**src/cre_pkg.sv**
```systemverilog
// Package with the register map, reset values, field layout and timing of the result bank.
package cre_pkg;

  localparam int          NUM_REGS        = 11;
  localparam logic [7:0]  RING_MM_OFS     = 8'h62;
  localparam logic [7:0]  TIP_MM_OFS      = 8'h63;
  localparam logic [7:0]  DIFF_GAIN_OFS   = 8'h64;
  localparam logic [7:0]  CM_GAIN_OFS     = 8'h65;
  localparam logic [7:0]  CUR_LIM_OFS     = 8'h66;
  localparam logic [7:0]  MON_OFS_OFS     = 8'h67;
  localparam logic [7:0]  SIGNS_OFS       = 8'h68;
  localparam logic [7:0]  DAC_OFS_OFS     = 8'h69;
  localparam logic [7:0]  CM_BAL_OFS      = 8'h6a;
  localparam logic [7:0]  DC_PEAK_OFS     = 8'h6b;
  localparam logic [7:0]  ENH_OFS         = 8'h6c;

  localparam logic [7:0]  RING_MM_RST     = 8'h10;
  localparam logic [7:0]  TIP_MM_RST      = 8'h10;
  localparam logic [7:0]  DIFF_GAIN_RST   = 8'h10;
  localparam logic [7:0]  CM_GAIN_RST     = 8'h11;
  localparam logic [7:0]  CUR_LIM_RST     = 8'h08;
  localparam logic [7:0]  MON_OFS_RST     = 8'h88;
  localparam logic [7:0]  SIGNS_RST       = 8'h00;
  localparam logic [7:0]  DAC_OFS_RST     = 8'h00;
  localparam logic [7:0]  CM_BAL_RST      = 8'h20;
  localparam logic [7:0]  DC_PEAK_RST     = 8'h08;
  localparam logic [7:0]  ENH_RST         = 8'h00;

  localparam logic [7:0]  MASK_5          = 8'h1f;
  localparam logic [7:0]  MASK_4          = 8'h0f;
  localparam logic [7:0]  MASK_6          = 8'h3f;
  localparam logic [7:0]  MASK_8          = 8'hff;
  localparam logic [7:0]  MASK_ENH        = 8'hf7;

  localparam int          MON_A_POS       = 4;
  localparam int          MON_B_POS       = 0;
  localparam int          DAC_POS_BIT     = 3;
  localparam int          DAC_NEG_BIT     = 2;
  localparam int          ADC_POS_BIT     = 1;
  localparam int          ADC_NEG_BIT     = 0;
  localparam int          BOOST_BIT       = 7;
  localparam int          FSK_BIT         = 6;
  localparam int          SPEEDUP_BIT     = 5;
  localparam int          EXT_IMP_BIT     = 4;
  localparam int          LC_VOLT_BIT     = 2;
  localparam int          SQUELCH_BIT     = 1;
  localparam int          HYST_BIT        = 0;

  localparam logic [7:0]  HYST_UPPER_IDX  = 8'h1c;
  localparam logic [7:0]  HYST_LOWER_IDX  = 8'h2b;
  localparam logic [7:0]  FSK_COEF_FIRST  = 8'h63;
  localparam int          BOOST_LIMIT_MA  = 41;

  localparam int          CLK_HZ          = 100_000_000;
  localparam int          TONE_FAST_HZ    = 24_000;
  localparam int          TONE_SLOW_HZ    = 8_000;
  localparam int          BOOST_TIME_US   = 10_000;
  localparam int          TONE_FAST_CYC   = CLK_HZ / TONE_FAST_HZ;
  localparam int          TONE_SLOW_CYC   = CLK_HZ / TONE_SLOW_HZ;
  localparam int          BOOST_CYC       = BOOST_TIME_US * (CLK_HZ / 1_000_000);

  typedef struct packed {
    logic       wr;
    logic       rd;
    logic [7:0] addr;
    logic [7:0] wdata;
  } cre_bus_s;

  typedef struct packed {
    logic [NUM_REGS-1:0]      done;
    logic [NUM_REGS-1:0][7:0] value;
  } cre_cal_s;

  typedef struct packed {
    logic current_limit_boost;
    logic tone_tick;
    logic cadence_tick;
    logic fsk_coef_sel;
    logic speedup;
    logic lc_voltage;
    logic lc_hyst;
    logic squelch;
    logic ext_imp;
  } cre_ctl_s;

  typedef struct packed {
    logic [NUM_REGS-1:0][7:0] regs;
    logic [7:0]               rd_data;
    cre_ctl_s                 ctl;
  } cre_top_s;

  function automatic logic [7:0] reg_mask(input logic [3:0] idx);
    unique case (idx)
      4'h0, 4'h1, 4'h2, 4'h3: reg_mask = MASK_5;
      4'h4, 4'h6, 4'h9:       reg_mask = MASK_4;
      4'h8:                   reg_mask = MASK_6;
      4'ha:                   reg_mask = MASK_ENH;
      default:                reg_mask = MASK_8;
    endcase
  endfunction : reg_mask

  function automatic logic [7:0] reg_reset(input logic [3:0] idx);
    unique case (idx)
      4'h0:    reg_reset = RING_MM_RST;
      4'h1:    reg_reset = TIP_MM_RST;
      4'h2:    reg_reset = DIFF_GAIN_RST;
      4'h3:    reg_reset = CM_GAIN_RST;
      4'h4:    reg_reset = CUR_LIM_RST;
      4'h5:    reg_reset = MON_OFS_RST;
      4'h6:    reg_reset = SIGNS_RST;
      4'h7:    reg_reset = DAC_OFS_RST;
      4'h8:    reg_reset = CM_BAL_RST;
      4'h9:    reg_reset = DC_PEAK_RST;
      default: reg_reset = ENH_RST;
    endcase
  endfunction : reg_reset

endpackage : cre_pkg

```
**src/cre_boost_timer.sv**
```systemverilog
// Hold timer for the raised loop current limit after a ring burst.
`timescale 1ns/1ns
module cre_boost_timer #(
  parameter int HOLD_CYC = cre_pkg::BOOST_CYC
) (
  input  wire logic clk,
  input  wire logic rst,
  input  wire logic ce,
  input  wire logic enable,
  input  wire logic burst_end,
  output logic      active
);

  typedef struct packed {
    logic [23:0] cnt;
    logic        active;
  } cre_boost_s;

  cre_boost_s s_q;
  cre_boost_s s_d;

  // Clearing the enable drops the boost at once rather than waiting out the hold.
  always_comb begin
    s_d = s_q;
    if (!enable) begin
      s_d = '0;
    end else if (burst_end) begin
      s_d.cnt    = 24'(HOLD_CYC - 1);
      s_d.active = 1'b1;
    end else if (s_q.cnt != 24'h000000) begin
      s_d.cnt = s_q.cnt - 24'h000001;
    end else begin
      s_d.active = 1'b0;
    end
  end

  always_ff @(posedge clk) begin
    if (rst) begin
      s_q <= '0;
    end else if (ce) begin
      s_q <= s_d;
    end
  end

  assign active = s_q.active;

endmodule : cre_boost_timer

```
**src/cre_regs.sv**
```systemverilog
// Calibration result and enhancement enable register bank with its control outputs.
//
// Function
// - Ring and tip mismatch, five-bit fields each.
// - Current limit result is a low nibble.
// - Monitor offsets packed upper and lower nibble.
// - Four offset sign bits in bits three..zero.
// - DAC offset result fills all eight bits.
// - Balance result six bits, upper bits zero.
// - Boost bit raises current limit after bursts.
// - Fast tone clock only with enhance and release.
// - Enhanced mode with release selects dedicated FSK coefficient set.
// - Enhanced mode with release, cadence timers use finer step.
// - Enhance clear always uses normal coefficients.
// - Speedup bit selects multi-threshold converter control.
// - Loop closure from voltage or from current.
// - Hysteresis bit enables loop closure hysteresis.
`timescale 1ns/1ns
module cre_regs #(
  parameter int TONE_FAST_CYC = cre_pkg::TONE_FAST_CYC,
  parameter int TONE_SLOW_CYC = cre_pkg::TONE_SLOW_CYC,
  parameter int BOOST_CYC     = cre_pkg::BOOST_CYC
) (
  input  wire logic             clk,
  input  wire logic             rst,
  input  wire logic             ce,
  input  wire cre_pkg::cre_bus_s bus,
  input  wire cre_pkg::cre_cal_s cal,
  input  wire logic             release_bit,
  input  wire logic             ring_burst_end,
  output logic [7:0]            rd_data,
  output cre_pkg::cre_ctl_s     ctl,
  output logic [7:0]            enh_bits
);

  ////////////////////////////////////////////////////////////////////////////////
  // State and helpers.

  cre_pkg::cre_top_s s_q;
  cre_pkg::cre_top_s s_d;
  logic              tone_tick;
  logic              boost_active;
  logic              fast_mode;
  logic [7:0]        enh;

  function automatic logic in_map(input logic [7:0] addr);
    in_map = (addr >= cre_pkg::RING_MM_OFS) && (addr <= cre_pkg::ENH_OFS);
  endfunction : in_map

  function automatic logic [3:0] reg_index(input logic [7:0] addr);
    logic [7:0] diff;
    diff = addr - cre_pkg::RING_MM_OFS;
    reg_index = diff[3:0];
  endfunction : reg_index

  assign enh = s_q.regs[cre_pkg::NUM_REGS-1];

  assign fast_mode = enh[cre_pkg::FSK_BIT] & release_bit;

  ////////////////////////////////////////////////////////////////////////////////
  // Timing helpers.

  cre_tone_clk #(
    .FAST_CYC (TONE_FAST_CYC),
    .SLOW_CYC (TONE_SLOW_CYC)
  ) u_tone (
    .clk  (clk),
    .rst  (rst),
    .ce   (ce),
    .fast (fast_mode),
    .tick (tone_tick)
  );

  cre_boost_timer #(
    .HOLD_CYC (BOOST_CYC)
  ) u_boost (
    .clk       (clk),
    .rst       (rst),
    .ce        (ce),
    .enable    (enh[cre_pkg::BOOST_BIT]),
    .burst_end (ring_burst_end),
    .active    (boost_active)
  );

  ////////////////////////////////////////////////////////////////////////////////
  // Next state.

  always_comb begin
    s_d = s_q;
    if (bus.wr && in_map(bus.addr)) begin
      s_d.regs[reg_index(bus.addr)] = bus.wdata & cre_pkg::reg_mask(reg_index(bus.addr));
    end
    for (int i = 0; i < cre_pkg::NUM_REGS - 1; i++) begin
      if (cal.done[i]) begin
        s_d.regs[i] = cal.value[i] & cre_pkg::reg_mask(4'(i));
      end
    end
    // Unmapped reads answer zero so a stray address never shows stale data.
    if (bus.rd) begin
      s_d.rd_data = in_map(bus.addr) ? s_q.regs[reg_index(bus.addr)] : 8'h00;
    end
    s_d.ctl.current_limit_boost = boost_active;
    s_d.ctl.tone_tick    = tone_tick;
    s_d.ctl.cadence_tick = tone_tick;
    s_d.ctl.fsk_coef_sel = fast_mode;
    s_d.ctl.speedup      = enh[cre_pkg::SPEEDUP_BIT];
    s_d.ctl.lc_voltage   = enh[cre_pkg::LC_VOLT_BIT];
    s_d.ctl.lc_hyst      = enh[cre_pkg::HYST_BIT];
    s_d.ctl.squelch      = enh[cre_pkg::SQUELCH_BIT];
    s_d.ctl.ext_imp      = enh[cre_pkg::EXT_IMP_BIT];
  end

  always_ff @(posedge clk) begin
    if (rst) begin
      for (int i = 0; i < cre_pkg::NUM_REGS; i++) begin
        s_q.regs[i] <= cre_pkg::reg_reset(4'(i));
      end
      s_q.rd_data <= 8'h00;
      s_q.ctl     <= '0;
    end else if (ce) begin
      s_q <= s_d;
    end
  end

  assign rd_data  = s_q.rd_data;
  assign ctl      = s_q.ctl;
  assign enh_bits = enh;
endmodule : cre_regs

```
**src/cre_tone_clk.sv**
```systemverilog
// Tick generator that paces tone generator one and its cadence timers.
`timescale 1ns/1ns
module cre_tone_clk #(
  parameter int FAST_CYC = cre_pkg::TONE_FAST_CYC,
  parameter int SLOW_CYC = cre_pkg::TONE_SLOW_CYC
) (
  input  wire logic clk,
  input  wire logic rst,
  input  wire logic ce,
  input  wire logic fast,
  output logic      tick
);

  typedef struct packed {
    logic [15:0] cnt;
    logic        tick;
  } cre_tone_s;

  cre_tone_s s_q;
  cre_tone_s s_d;
  logic [15:0] last;

  // A rate change takes effect at once against the running count, so a switch to fast can emit a short period.
  always_comb begin
    last = fast ? 16'(FAST_CYC - 1) : 16'(SLOW_CYC - 1);
    s_d = s_q;
    s_d.tick = 1'b0;
    if (s_q.cnt >= last) begin
      s_d.cnt  = 16'h0000;
      s_d.tick = 1'b1;
    end else begin
      s_d.cnt = s_q.cnt + 16'h0001;
    end
  end

  always_ff @(posedge clk) begin
    if (rst) begin
      s_q <= '0;
    end else if (ce) begin
      s_q <= s_d;
    end
  end

  assign tick = s_q.tick;

endmodule : cre_tone_clk

```
**config.mk**
```make
export PLATFORM = sky130hd
export DESIGN_NAME = cre_regs
export DESIGN_NICKNAME = d
export VERILOG_FILES = /design/src/cre_pkg.sv /design/src/cre_boost_timer.sv /design/src/cre_regs.sv /design/src/cre_tone_clk.sv
export SDC_FILE = /design/constraint.sdc
export NUM_CORES = 1
export LEC_CHECK = 0
export BUFFER_PORTS_ARGS = -buffer_cell sky130_fd_sc_hd__buf_2
export CORE_MARGIN = 8
export CORE_UTILIZATION = 61
export DETAILED_ROUTE_END_ITERATION = 8
export HOLD_SLACK_MARGIN = 0.02
export PLACE_DENSITY = 0.87
export REMOVE_ABC_BUFFERS = 1
export SYNTH_ARGS = -nofsm -noshare
export SYNTH_HDL_FRONTEND = slang
export SYNTH_SLANG_ARGS = --single-unit
```
**constraint.sdc**
```tcl
create_clock -name clk -period 6.2 [get_ports clk]
set_input_delay 0.31 -clock clk [delete_from_list [all_inputs] [get_ports clk]]
set_output_delay 0.31 -clock clk [all_outputs]
set_load 0.005 [all_outputs]
```
==> metrics.txt, run 1 <==
number of remaining DRC errors 0; slew margin rel. 0.296; Final Hold Vio Count 0; H-tree levels 4; syn_area_per_cell 8.71 um^2; fin area 8910 um^2; Post-Synth XOR/XNOR Area 0.0198; Die Area 16,800 um^2; TritonCTS Buffers 17; via count 7,390; DIE HEIGHT 130 um; power per standard cell area 275 nW/um^2; Arr. time, crit path 3580 ps; CP Data Required Time 6490 ps; root buffer cell clkbuf_16; synthesized flop and latch total 146; Post-synth EDFFs 0; prevailing post-synth register cell dfxtp_1; die width 130 um; crit start category primary input; Cell Rows 41; commonest non-fill, non-tap cell in the layout dfxtp_1; P_leak 0.00339 uW; setup violation total in the final timing report 0; Initial Utilization 0.625; GRT Total Usage 0.267; hold buffer count at CTS 0; CTS Sinks 146; Critical Path Sink Type flip-flop; Syn Inst Count 905; vias in the first global route 7,022; Iter 0 DRT Violations 836; DR WL/cell 19.7 um; gpl congestion 0.876; Port Buffers 111; sequential fraction of the synthesis area 0.371; CTS tree done; Final min period 3290 ps; Overflow after GRT 0; share of layout cells above drive strength 1 0.197; DR pass1 iterations 6; Via density 6.52; netlist area before placement 7890 um^2; synth unique cells 74; Max Root-Sink Buffers 2; Max Clock Freq 0.304 GHz; worst slew pin tran 1050 ps; Adder-Cell Fraction of Synth Area 0.0140; Placed Area 8240 um^2; Synth top area share 0.371; Worst VDD drop 0.232 mV; Final HPWL DP 14,900 um; Slew Limit Fails 0; clk_skew 6.07 ps; largest family of logic cells by synthesized area simple AND/OR/NAND/NOR gates; first-pass GRT wire length 35,500 um; final worst path period share 0.530; post-CTS sizing 0; Worst R2R Setup Slack 3420 ps; compound-gate portion of the synthesized area 0.212; commonest non-fill, non-tap cells in the layout 146 x dfxtp_1, 110 x buf_2, 82 x nand2_1, 60 x a21oi_1, 46 x nor2_1; setup tns final 0 ps; simple-gate share of the synthesized area 0.232; Max Cap Viol 0; status complete, no violations; RSZ-0062 raised after global routing no; Worst-path clk slew 60 ps; area leader, netlist dfxtp_1; ranking of synthesized cells by area dfxtp_1 37%, mux4_2 4.6%, nand2_1 3.9%; largest net degree at the start of global routing 87; postcts setup bufs 0; proportion of synthesized area in mux cells 0.0784; Post-Route WL 22,300 um; Setup CP Type primary input to flip-flop; Net count, final 1,077; area grow syn2layout 12.9%; antenna violations before repair 1; ANT nets after route 0; Hold WC Path Type primary input to flip-flop; yosys warns 0; Clock Latency Late Sink 420 ps; Core Region 12,600 um^2; crit path max fanout 36; IO Pins 147; Async SR Flop Fraction 0
==> through the flow <==
stage / total power, uW / worst slack [ps] / hold slack, ps / utilization / cells
after floorplan: 1180 / 3570 / 379 / - / 809
after global placement: 1300 / 2700 / 437 / 0.653 / 1100
after detailed placement: 1310 / 2660 / 444 / 0.653 / 1100
after CTS: 2440 / 3060 / 159 / 0.706 / 1132
after global routing: 2530 / 2680 / 170 / 0.706 / 1133
final: 2450 / 2910 / 167 / 0.706 / 1133
==> layer usage <==
layer	GRT usage	wire, um	up-vias	part of all wire
met5	0	0	-	0
met2	0.415	10200	381	0.46
li1	-	-	3443	-
met3	0.0645	2110	57	0.095
met4	0.113	628	0	0.028
met1	0.349	9430	3509	0.42
==> worst max-delay path, stage by stage <==
cell     delay (ps)
buf_2           660
inv_1           150
ha_1            320
buf_4           350
inv_1           200
or3_1           400
nor4_1          670
or2_2           350
o21ai_0         140
==> area by class of cell <==
| class | count | area, um^2 |
|---|---|---|
| multi-input cells | 637 | 4390 |
| inverters | 26 | 97.6 |
| well taps | 172 | 215 |
| diodes | 1 | 2.50 |
| clock inverters | 9 | 175 |
| clock buffers | 23 | 488 |
| flip-flops and latches | 146 | 2920 |
| fillers | 1003 | 3710 |
| repair buffers | 119 | 618 |
==> cell usage after synthesis (7+ instances only) <==
cell type / n
a21oi_1: 60
buf_4: 26
or3_1: 18
nand4_1: 21
a22o_1: 7
nor3_1: 29
dfxtp_1: 146
mux2i_1: 19
nor2_1: 46
nand3_1: 24
inv_1: 25
a221oi_1: 12
a311oi_1: 8
a21o_1: 7
a211oi_1: 26
o21ai_0: 44
o211ai_1: 8
buf_2: 17
clkbuf_1: 43
ha_1: 8
buf_1: 10
a222oi_1: 8
xor2_1: 8
and2_1: 26
a221o_1: 7
nor4_1: 13
nor3b_1: 27
nand2_1: 82
mux4_2: 16
and3_1: 9
xnor2_1: 8
==> sequential cells by signal, indices dropped and copies added, names as in the netlist <==
name,flops
s_q,80
rd_data,8
u_tone.tick,1
enh_bits,8
ctl,8
u_tone.s_q,16
u_boost.active,1
u_boost.s_q,24
==> cell families (layout without fill, tap and decap cells) <==
logic type / Yosys count / count (layout)
buffers and inverters: 122 / 177
AO/OA/AOI/OAI: 234 / 234
multiplexers: 41 / 41
flip-flops: 146 / 146
XOR/XNOR: 17 / 17
AND/OR/NAND/NOR: 336 / 336
adder cells (fa/ha/maj): 9 / 9
other: 0 / 1
==> final timing paths <==
kind	to	from	depth (start not counted)
max	s_q[26]	bus[9]	9
min	s_q[34]	cal[17]	3
max reg2reg	u_tone.s_q[8]	enh_bits[6]	8
min reg2reg	rd_data[0]	rd_data[0]	2
==> where the power goes <==
| group | internal, uW | switching [uW] | leakage (uW) |
|---|---|---|---|
| registers | 967 | 22.4 | 0.00119 |
| clock network | 756 | 388 | 0.000319 |
| logic | 117 | 198 | 0.00188 |
(Power assumes the default switching activity.)
==> inputs of run 2 (changes only) <==
CORE_UTILIZATION = 51   (was 61)
PLACE_DENSITY = 0.77   (was 0.87)
clock period = 2.7 ns   (was 6.2 ns; I/O delays follow)
==> run 2 against run 1 <==
  * The flow now finishes with violations (DRC)
  * Largest cell class unchanged
  * Non-clock buffer count up 35
  * Clock skew up 0.95 ps
  * Highest routed layer unchanged
  * Design area up 3.1%
  * Sequential power up 130%
==> metrics.txt, run 2 (synthesis gave the netlist of run 1 again) <==
Final HPWL DP 16,000 um; crit path max fanout 14; reg2reg path depth 8; H-tree levels 4; CTS Sinks 146; share of layout cells above drive strength 1 0.216; share of power burned in registers 0.407; Hold Path Stages 3; Port Buffers 111; Cell Rows 45; die width 140 um; setup tns final 0 ps; Final Util 0.606; Arr. time, crit path 2710 ps; hold buffer count at CTS 10; worst slew pin tran 807 ps; first-pass GRT wire length 36,600 um; Net count, final 1,112; power per standard cell area 607 nW/um^2; Initial Utilization 0.521; Max Clock Freq 0.427 GHz; IO Pins 147; Regs by FF count s_q: 80 flops, u_boost.s_q: 24 flops, u_tone.s_q: 16 flops; Worst VDD drop 0.469 mV; Slew Limit Fails 0; DR pass1 iterations 9; Core Region 15,100 um^2; Sw Share 0.262; area grow syn2layout 16.5%; root buffer cell clkbuf_16; Die Area 19,700 um^2; final worst path period share 0.867; footprint of the multi-input gates 4390 um^2; DIE HEIGHT 140 um; Int Pwr 4120 uW; status complete, but fails checks; TritonCTS Buffers 17; Critical Path Sink Type flip-flop; sw power 1460 uW; P_leak 0.00354 uW; CTS tree done; sequential cell area 2920 um^2; number of remaining DRC errors 1; commonest non-fill, non-tap cells in the layout 146 x dfxtp_1, 110 x buf_2, 82 x nand2_1, 60 x a21oi_1, 46 x nor2_1; vias in the first global route 7,108; Top reg by flops s_q; Overflow after GRT 0; Pwr Total 5580 uW; Worst-path clk slew 60 ps; Logic pwr share 0.136; GRT Total Usage 0.230; Final min period 2340 ps; Final Hold Vio Count 0; Post-Route WL 22,700 um; clk_skew 7.02 ps; slew margin rel. 0.457; largest net degree at the start of global routing 57; clock share of power 0.457; max reg flops 80; Via density 6.32; Setup CP Type flip-flop to flip-flop; DR WL/cell 19.2 um; RSZ-0062 raised after global routing no; commonest non-fill, non-tap cell in the layout dfxtp_1; Max Root-Sink Buffers 2; CP Data Required Time 3070 ps; via count 7,473; antenna violations before repair 0; Iter 0 DRT Violations 783; gpl congestion 0.843; failing checks DRC; Hold WC Path Type primary input to flip-flop; crit start category flip-flop; setup violation total in the final timing report 0; Filler cells 1,300; final antenna diode count 0; postcts setup bufs 0; Clock Latency Late Sink 430 ps; Max Cap Viol 0; post-CTS sizing 0; ANT nets after route 0
==> run 2: changes by cell type in the layout (fill, tap and decap cells not counted), sizes merged <==
cell / previous run / this run
clkinvlp: 2 / 3
dlygate4sd3: 0 / 10
clkinv: 3 / 4
diode: 1 / 0
inv: 25 / 27
clkbuf: 23 / 20
bufinv: 5 / 4
buf: 119 / 144
==> run 2: critical path, stage by stage, from the launching register on <==
cell and delay [ps]:
dfxtp_1 330, and2_1 260, inv_1 110, ha_1 320
a211oi_1 210, o211ai_1 110, a211oi_1 310, o31a_1 440
and2_1 190
==> run 2: metal layers <==
metal	wire length, um	up-vias	global-route usage	part of all wire
met1	9950	3577	0.301	0.44
met2	10400	333	0.365	0.46
li1	-	3516	-	-
met4	607	0	0.0937	0.027
met5	0	-	0	0
met3	1720	47	0.0469	0.076
==> run 2: final cells by class <==
| class | count | area share |
|---|---|---|
| inverter | 26 | 0.0106 |
| multi-input combinational | 637 | 0.478 |
| sequential | 146 | 0.318 |
| timing repair buffer | 154 | 0.0986 |
| tap | 188 | 0.0256 |
| clock inverter | 12 | 0.0195 |
| clock buffer | 20 | 0.0497 |
==> run 2: final timing paths <==
path                from              to  slack (ps)
max reg2reg  enh_bits[6]  u_tone.s_q[10]         360
max          enh_bits[6]  u_tone.s_q[10]         360
min reg2reg   rd_data[0]      rd_data[0]         450
min              cal[24]         s_q[41]          40
==> run 2: stage by stage <==
step | std cells | instance area (um^2) | worst slack [ps] | hold slack (ps)
2_1_floorplan | 809 | 7410 | 241 | 204
5_1_grt | 1183 | 9180 | 58.8 | 34.2
4_1_cts | 1183 | 9180 | 330 | 29.5
3_5_place_dp | 1141 | 8450 | 305 | 429
6_report | 1183 | 9180 | 359 | 38.0
3_3_place_gp | 1141 | 8450 | 350 | 438
==> run 2: power groups by stage <==
| stage | registers [uW] | logic, uW | clock network (uW) |
|---|---|---|---|
| finish | 2270 | 759 | 2550 |
| global route | 2280 | 831 | 2650 |
| CTS | 2270 | 747 | 2560 |
| detailed placement | 2320 | 732 | 0 |
| global placement | 2310 | 717 | 0 |
| floorplan | 2300 | 414 | 0 |
==> inputs of run 3 (changes only) <==
SYNTH_HIERARCHICAL = 1   (was default)
==> run 3 against run 2 <==
  * Total power increased by 0.52%
  * Synthesized area fell by 0.70%
  * Count of clock-buffer cells in the layout is the same
  * Clock skew increased by 1.6 ps
  * Highest routed layer unchanged
  * The run now ends clean
  * Critical endpoint is now u_boost/s_q[15]
  * Worst setup slack lost 60 ps
  * Synthesized cell count decreased by 3.6%
==> metrics.txt, run 3 <==
status complete, no violations; slew margin rel. 0.376; Max Root-Sink Buffers 2; Die Area 19,600 um^2; largest net degree at the start of global routing 56; Async SR Flop Fraction 0; netlist area before placement 7830 um^2; DP Worst Slack 384 ps; DR pass1 iterations 5; vias in the first global route 6,916; TritonCTS Buffers 17; ANT nets after route 0; yosys warns 6; worst slew pin tran 928 ps; Hold Path End s_q[21]; synth unique cells 83; Worst VDD drop 0.478 mV; area leader, netlist dfxtp_1; Final min period 2400 ps; Via density 6.22; Net count, final 1,077; Critical Path Sink Type flip-flop; Syn Inst Count 872; antenna violations before repair 1; Max Clock Freq 0.417 GHz; Post-synth EDFFs 0; RSZ-0062 raised after global routing no; placed insts 1,109; worst hold start cal[4]; final worst path period share 0.889; power per standard cell area 619 nW/um^2; IO Pins 147; commonest non-fill, non-tap cell in the layout dfxtp_1; Regs by FF count s_q: 80 flops, u_boost/s_q: 24 flops, u_tone/s_q: 16 flops; Slew Limit Fails 0; via count 7,124; Worst-path clk slew 60 ps; Hold WC Path Type primary input to flip-flop; crit path max fanout 11; Synth top area share 0.373; postcts setup bufs 0; Overflow after GRT 0; DIE HEIGHT 140 um; Critical R2R Capture u_boost/s_q[15]; clk_skew 8.58 ps; H-tree levels 4; root buffer cell clkbuf_16; post-CTS sizing 0; Post-synth top cells 146 x dfxtp_1, 80 x nor2_1, 50 x a21oi_1, 48 x nand2_1, 45 x a211oi_1; Iter 0 DRT Violations 601; Initial Utilization 0.519; CP Data Required Time 3030 ps; crit path launch u_boost/s_q[1]; CTS Sinks 146; hold buffer count at CTS 4; prevailing post-synth register cell dfxtp_1; Worst R2R Setup Slack 300 ps; Final HPWL DP 15,400 um; Final Non-Filler Cells 1,146; ranking of synthesized cells by area dfxtp_1 37%, a211oi_1 4.3%, mux4_2 4.3%; DR WL/cell 18.9 um; area grow syn2layout 15.7%; reg2reg path depth 8; GRT Total Usage 0.223; number of remaining DRC errors 0; Clock Latency Late Sink 420 ps; share of layout cells above drive strength 1 0.227; sequential fraction of the synthesis area 0.373; die width 140 um; first-pass GRT wire length 35,300 um; Cell Rows 45; P_leak 0.00347 uW; commonest non-fill, non-tap cells in the layout 146 x dfxtp_1, 110 x buf_2, 80 x nor2_1, 50 x a21oi_1, 48 x nand2_1; crit start category flip-flop; CTS tree done; Max Cap Viol 0; Arr. time, crit path 2730 ps; Placed Area 8360 um^2; gpl congestion 0.914; Port Buffers 111; Post-Route WL 21,700 um; Setup CP Type flip-flop to flip-flop; Top reg by flops s_q; Core Region 15,100 um^2; Hold Path Stages 3; most frequent cell after synthesis dfxtp_1; post-route setup slack 299 ps; max reg flops 80; setup violation total in the final timing report 0; synthesized flop and latch total 146; syn_area_per_cell 8.98 um^2; Final Hold Vio Count 0; fin area 9060 um^2; worst r2r src u_boost/s_q[1]
## run 3: cell count changes after synthesis, moves of 10 or more
cell      previous run  this run
clkbuf_1            43        27
and2_1              26        14
o21ai_0             44        23
nor2_1              46        80
nor3b_1             27        16
a21oi_1             60        50
a211oi_1            26        45
a22oi_1              0        29
nand4_1             21        11
nand2_1             82        48
## run 3: worst max path at each step
stage                      endpoint  cells after the start  slack, ps
floorplan                   s_q[38]                      7       -220
global placement    u_boost/s_q[15]                      8        430
detailed placement          s_q[61]                      8        380
CTS                 u_boost/s_q[15]                      8        330
global route        u_boost/s_q[15]                      8         30
finish              u_boost/s_q[15]                      8        300
## run 3: layout make-up
class                           count  area [um^2]
Timing Repair Buffer              142          813
Multi-Input combinational cell    612         4330
Tap cell                          188          235
Clock buffer                       20          457
Sequential cell                   146         2920
Inverter                           25         93.8
Antenna cell                        1         2.50
Fill cell                        1357         6030
Clock inverter                     12          203
## run 3: metrics by stage
stage / hold WS [ps] / utilization / setup TNS [ps] / power (uW)
global placement: 439 / 0.554 / 0 / 3000
detailed placement: 443 / 0.554 / 0 / 3010
finish: 38.8 / 0.600 / 0 / 5610
floorplan: 204 / - / -1680 / 2700
CTS: 22.7 / 0.600 / 0 / 5640
global route: 47.8 / 0.600 / 0 / 5820
## run 3: report_power, final
part	internal [uW]	switching, uW	leakage (uW)	total, uW
clock	1690	924	0.000321	2620
sequential	2220	48.6	0.00119	2270
combinational	288	430	0.00196	718
total	4200	1400	0.00347	5610
## run 3: metal layers
| metal | track usage | vias up | part of all wire |
|---|---|---|---|
| li1 | - | 3430 | - |
| met1 | 0.281 | 3355 | 0.43 |
| met2 | 0.359 | 298 | 0.48 |
| met3 | 0.0574 | 41 | 0.076 |
| met4 | 0.0840 | 0 | 0.021 |
| met5 | 0 | - | 0 |
## run 3: cells by family after synthesis
group	count (synthesis)	share of synthesized area
XOR/XNOR	13	0.0145
multiplexers	40	0.0751
flip-flops	146	0.373
buffers and inverters	114	0.0746
adder cells (fa/ha/maj)	11	0.0176
AND/OR/NAND/NOR	300	0.210
AO/OA/AOI/OAI	248	0.235
## run 3: worst max-delay path: stages, from the launching register on
cell	delay [ps]
dfxtp_1	330
inv_1	100
ha_1	150
nor4b_1	370
nand3_1	300
o31ai_2	520
buf_4	270
a21oi_1	50
a211oi_1	230
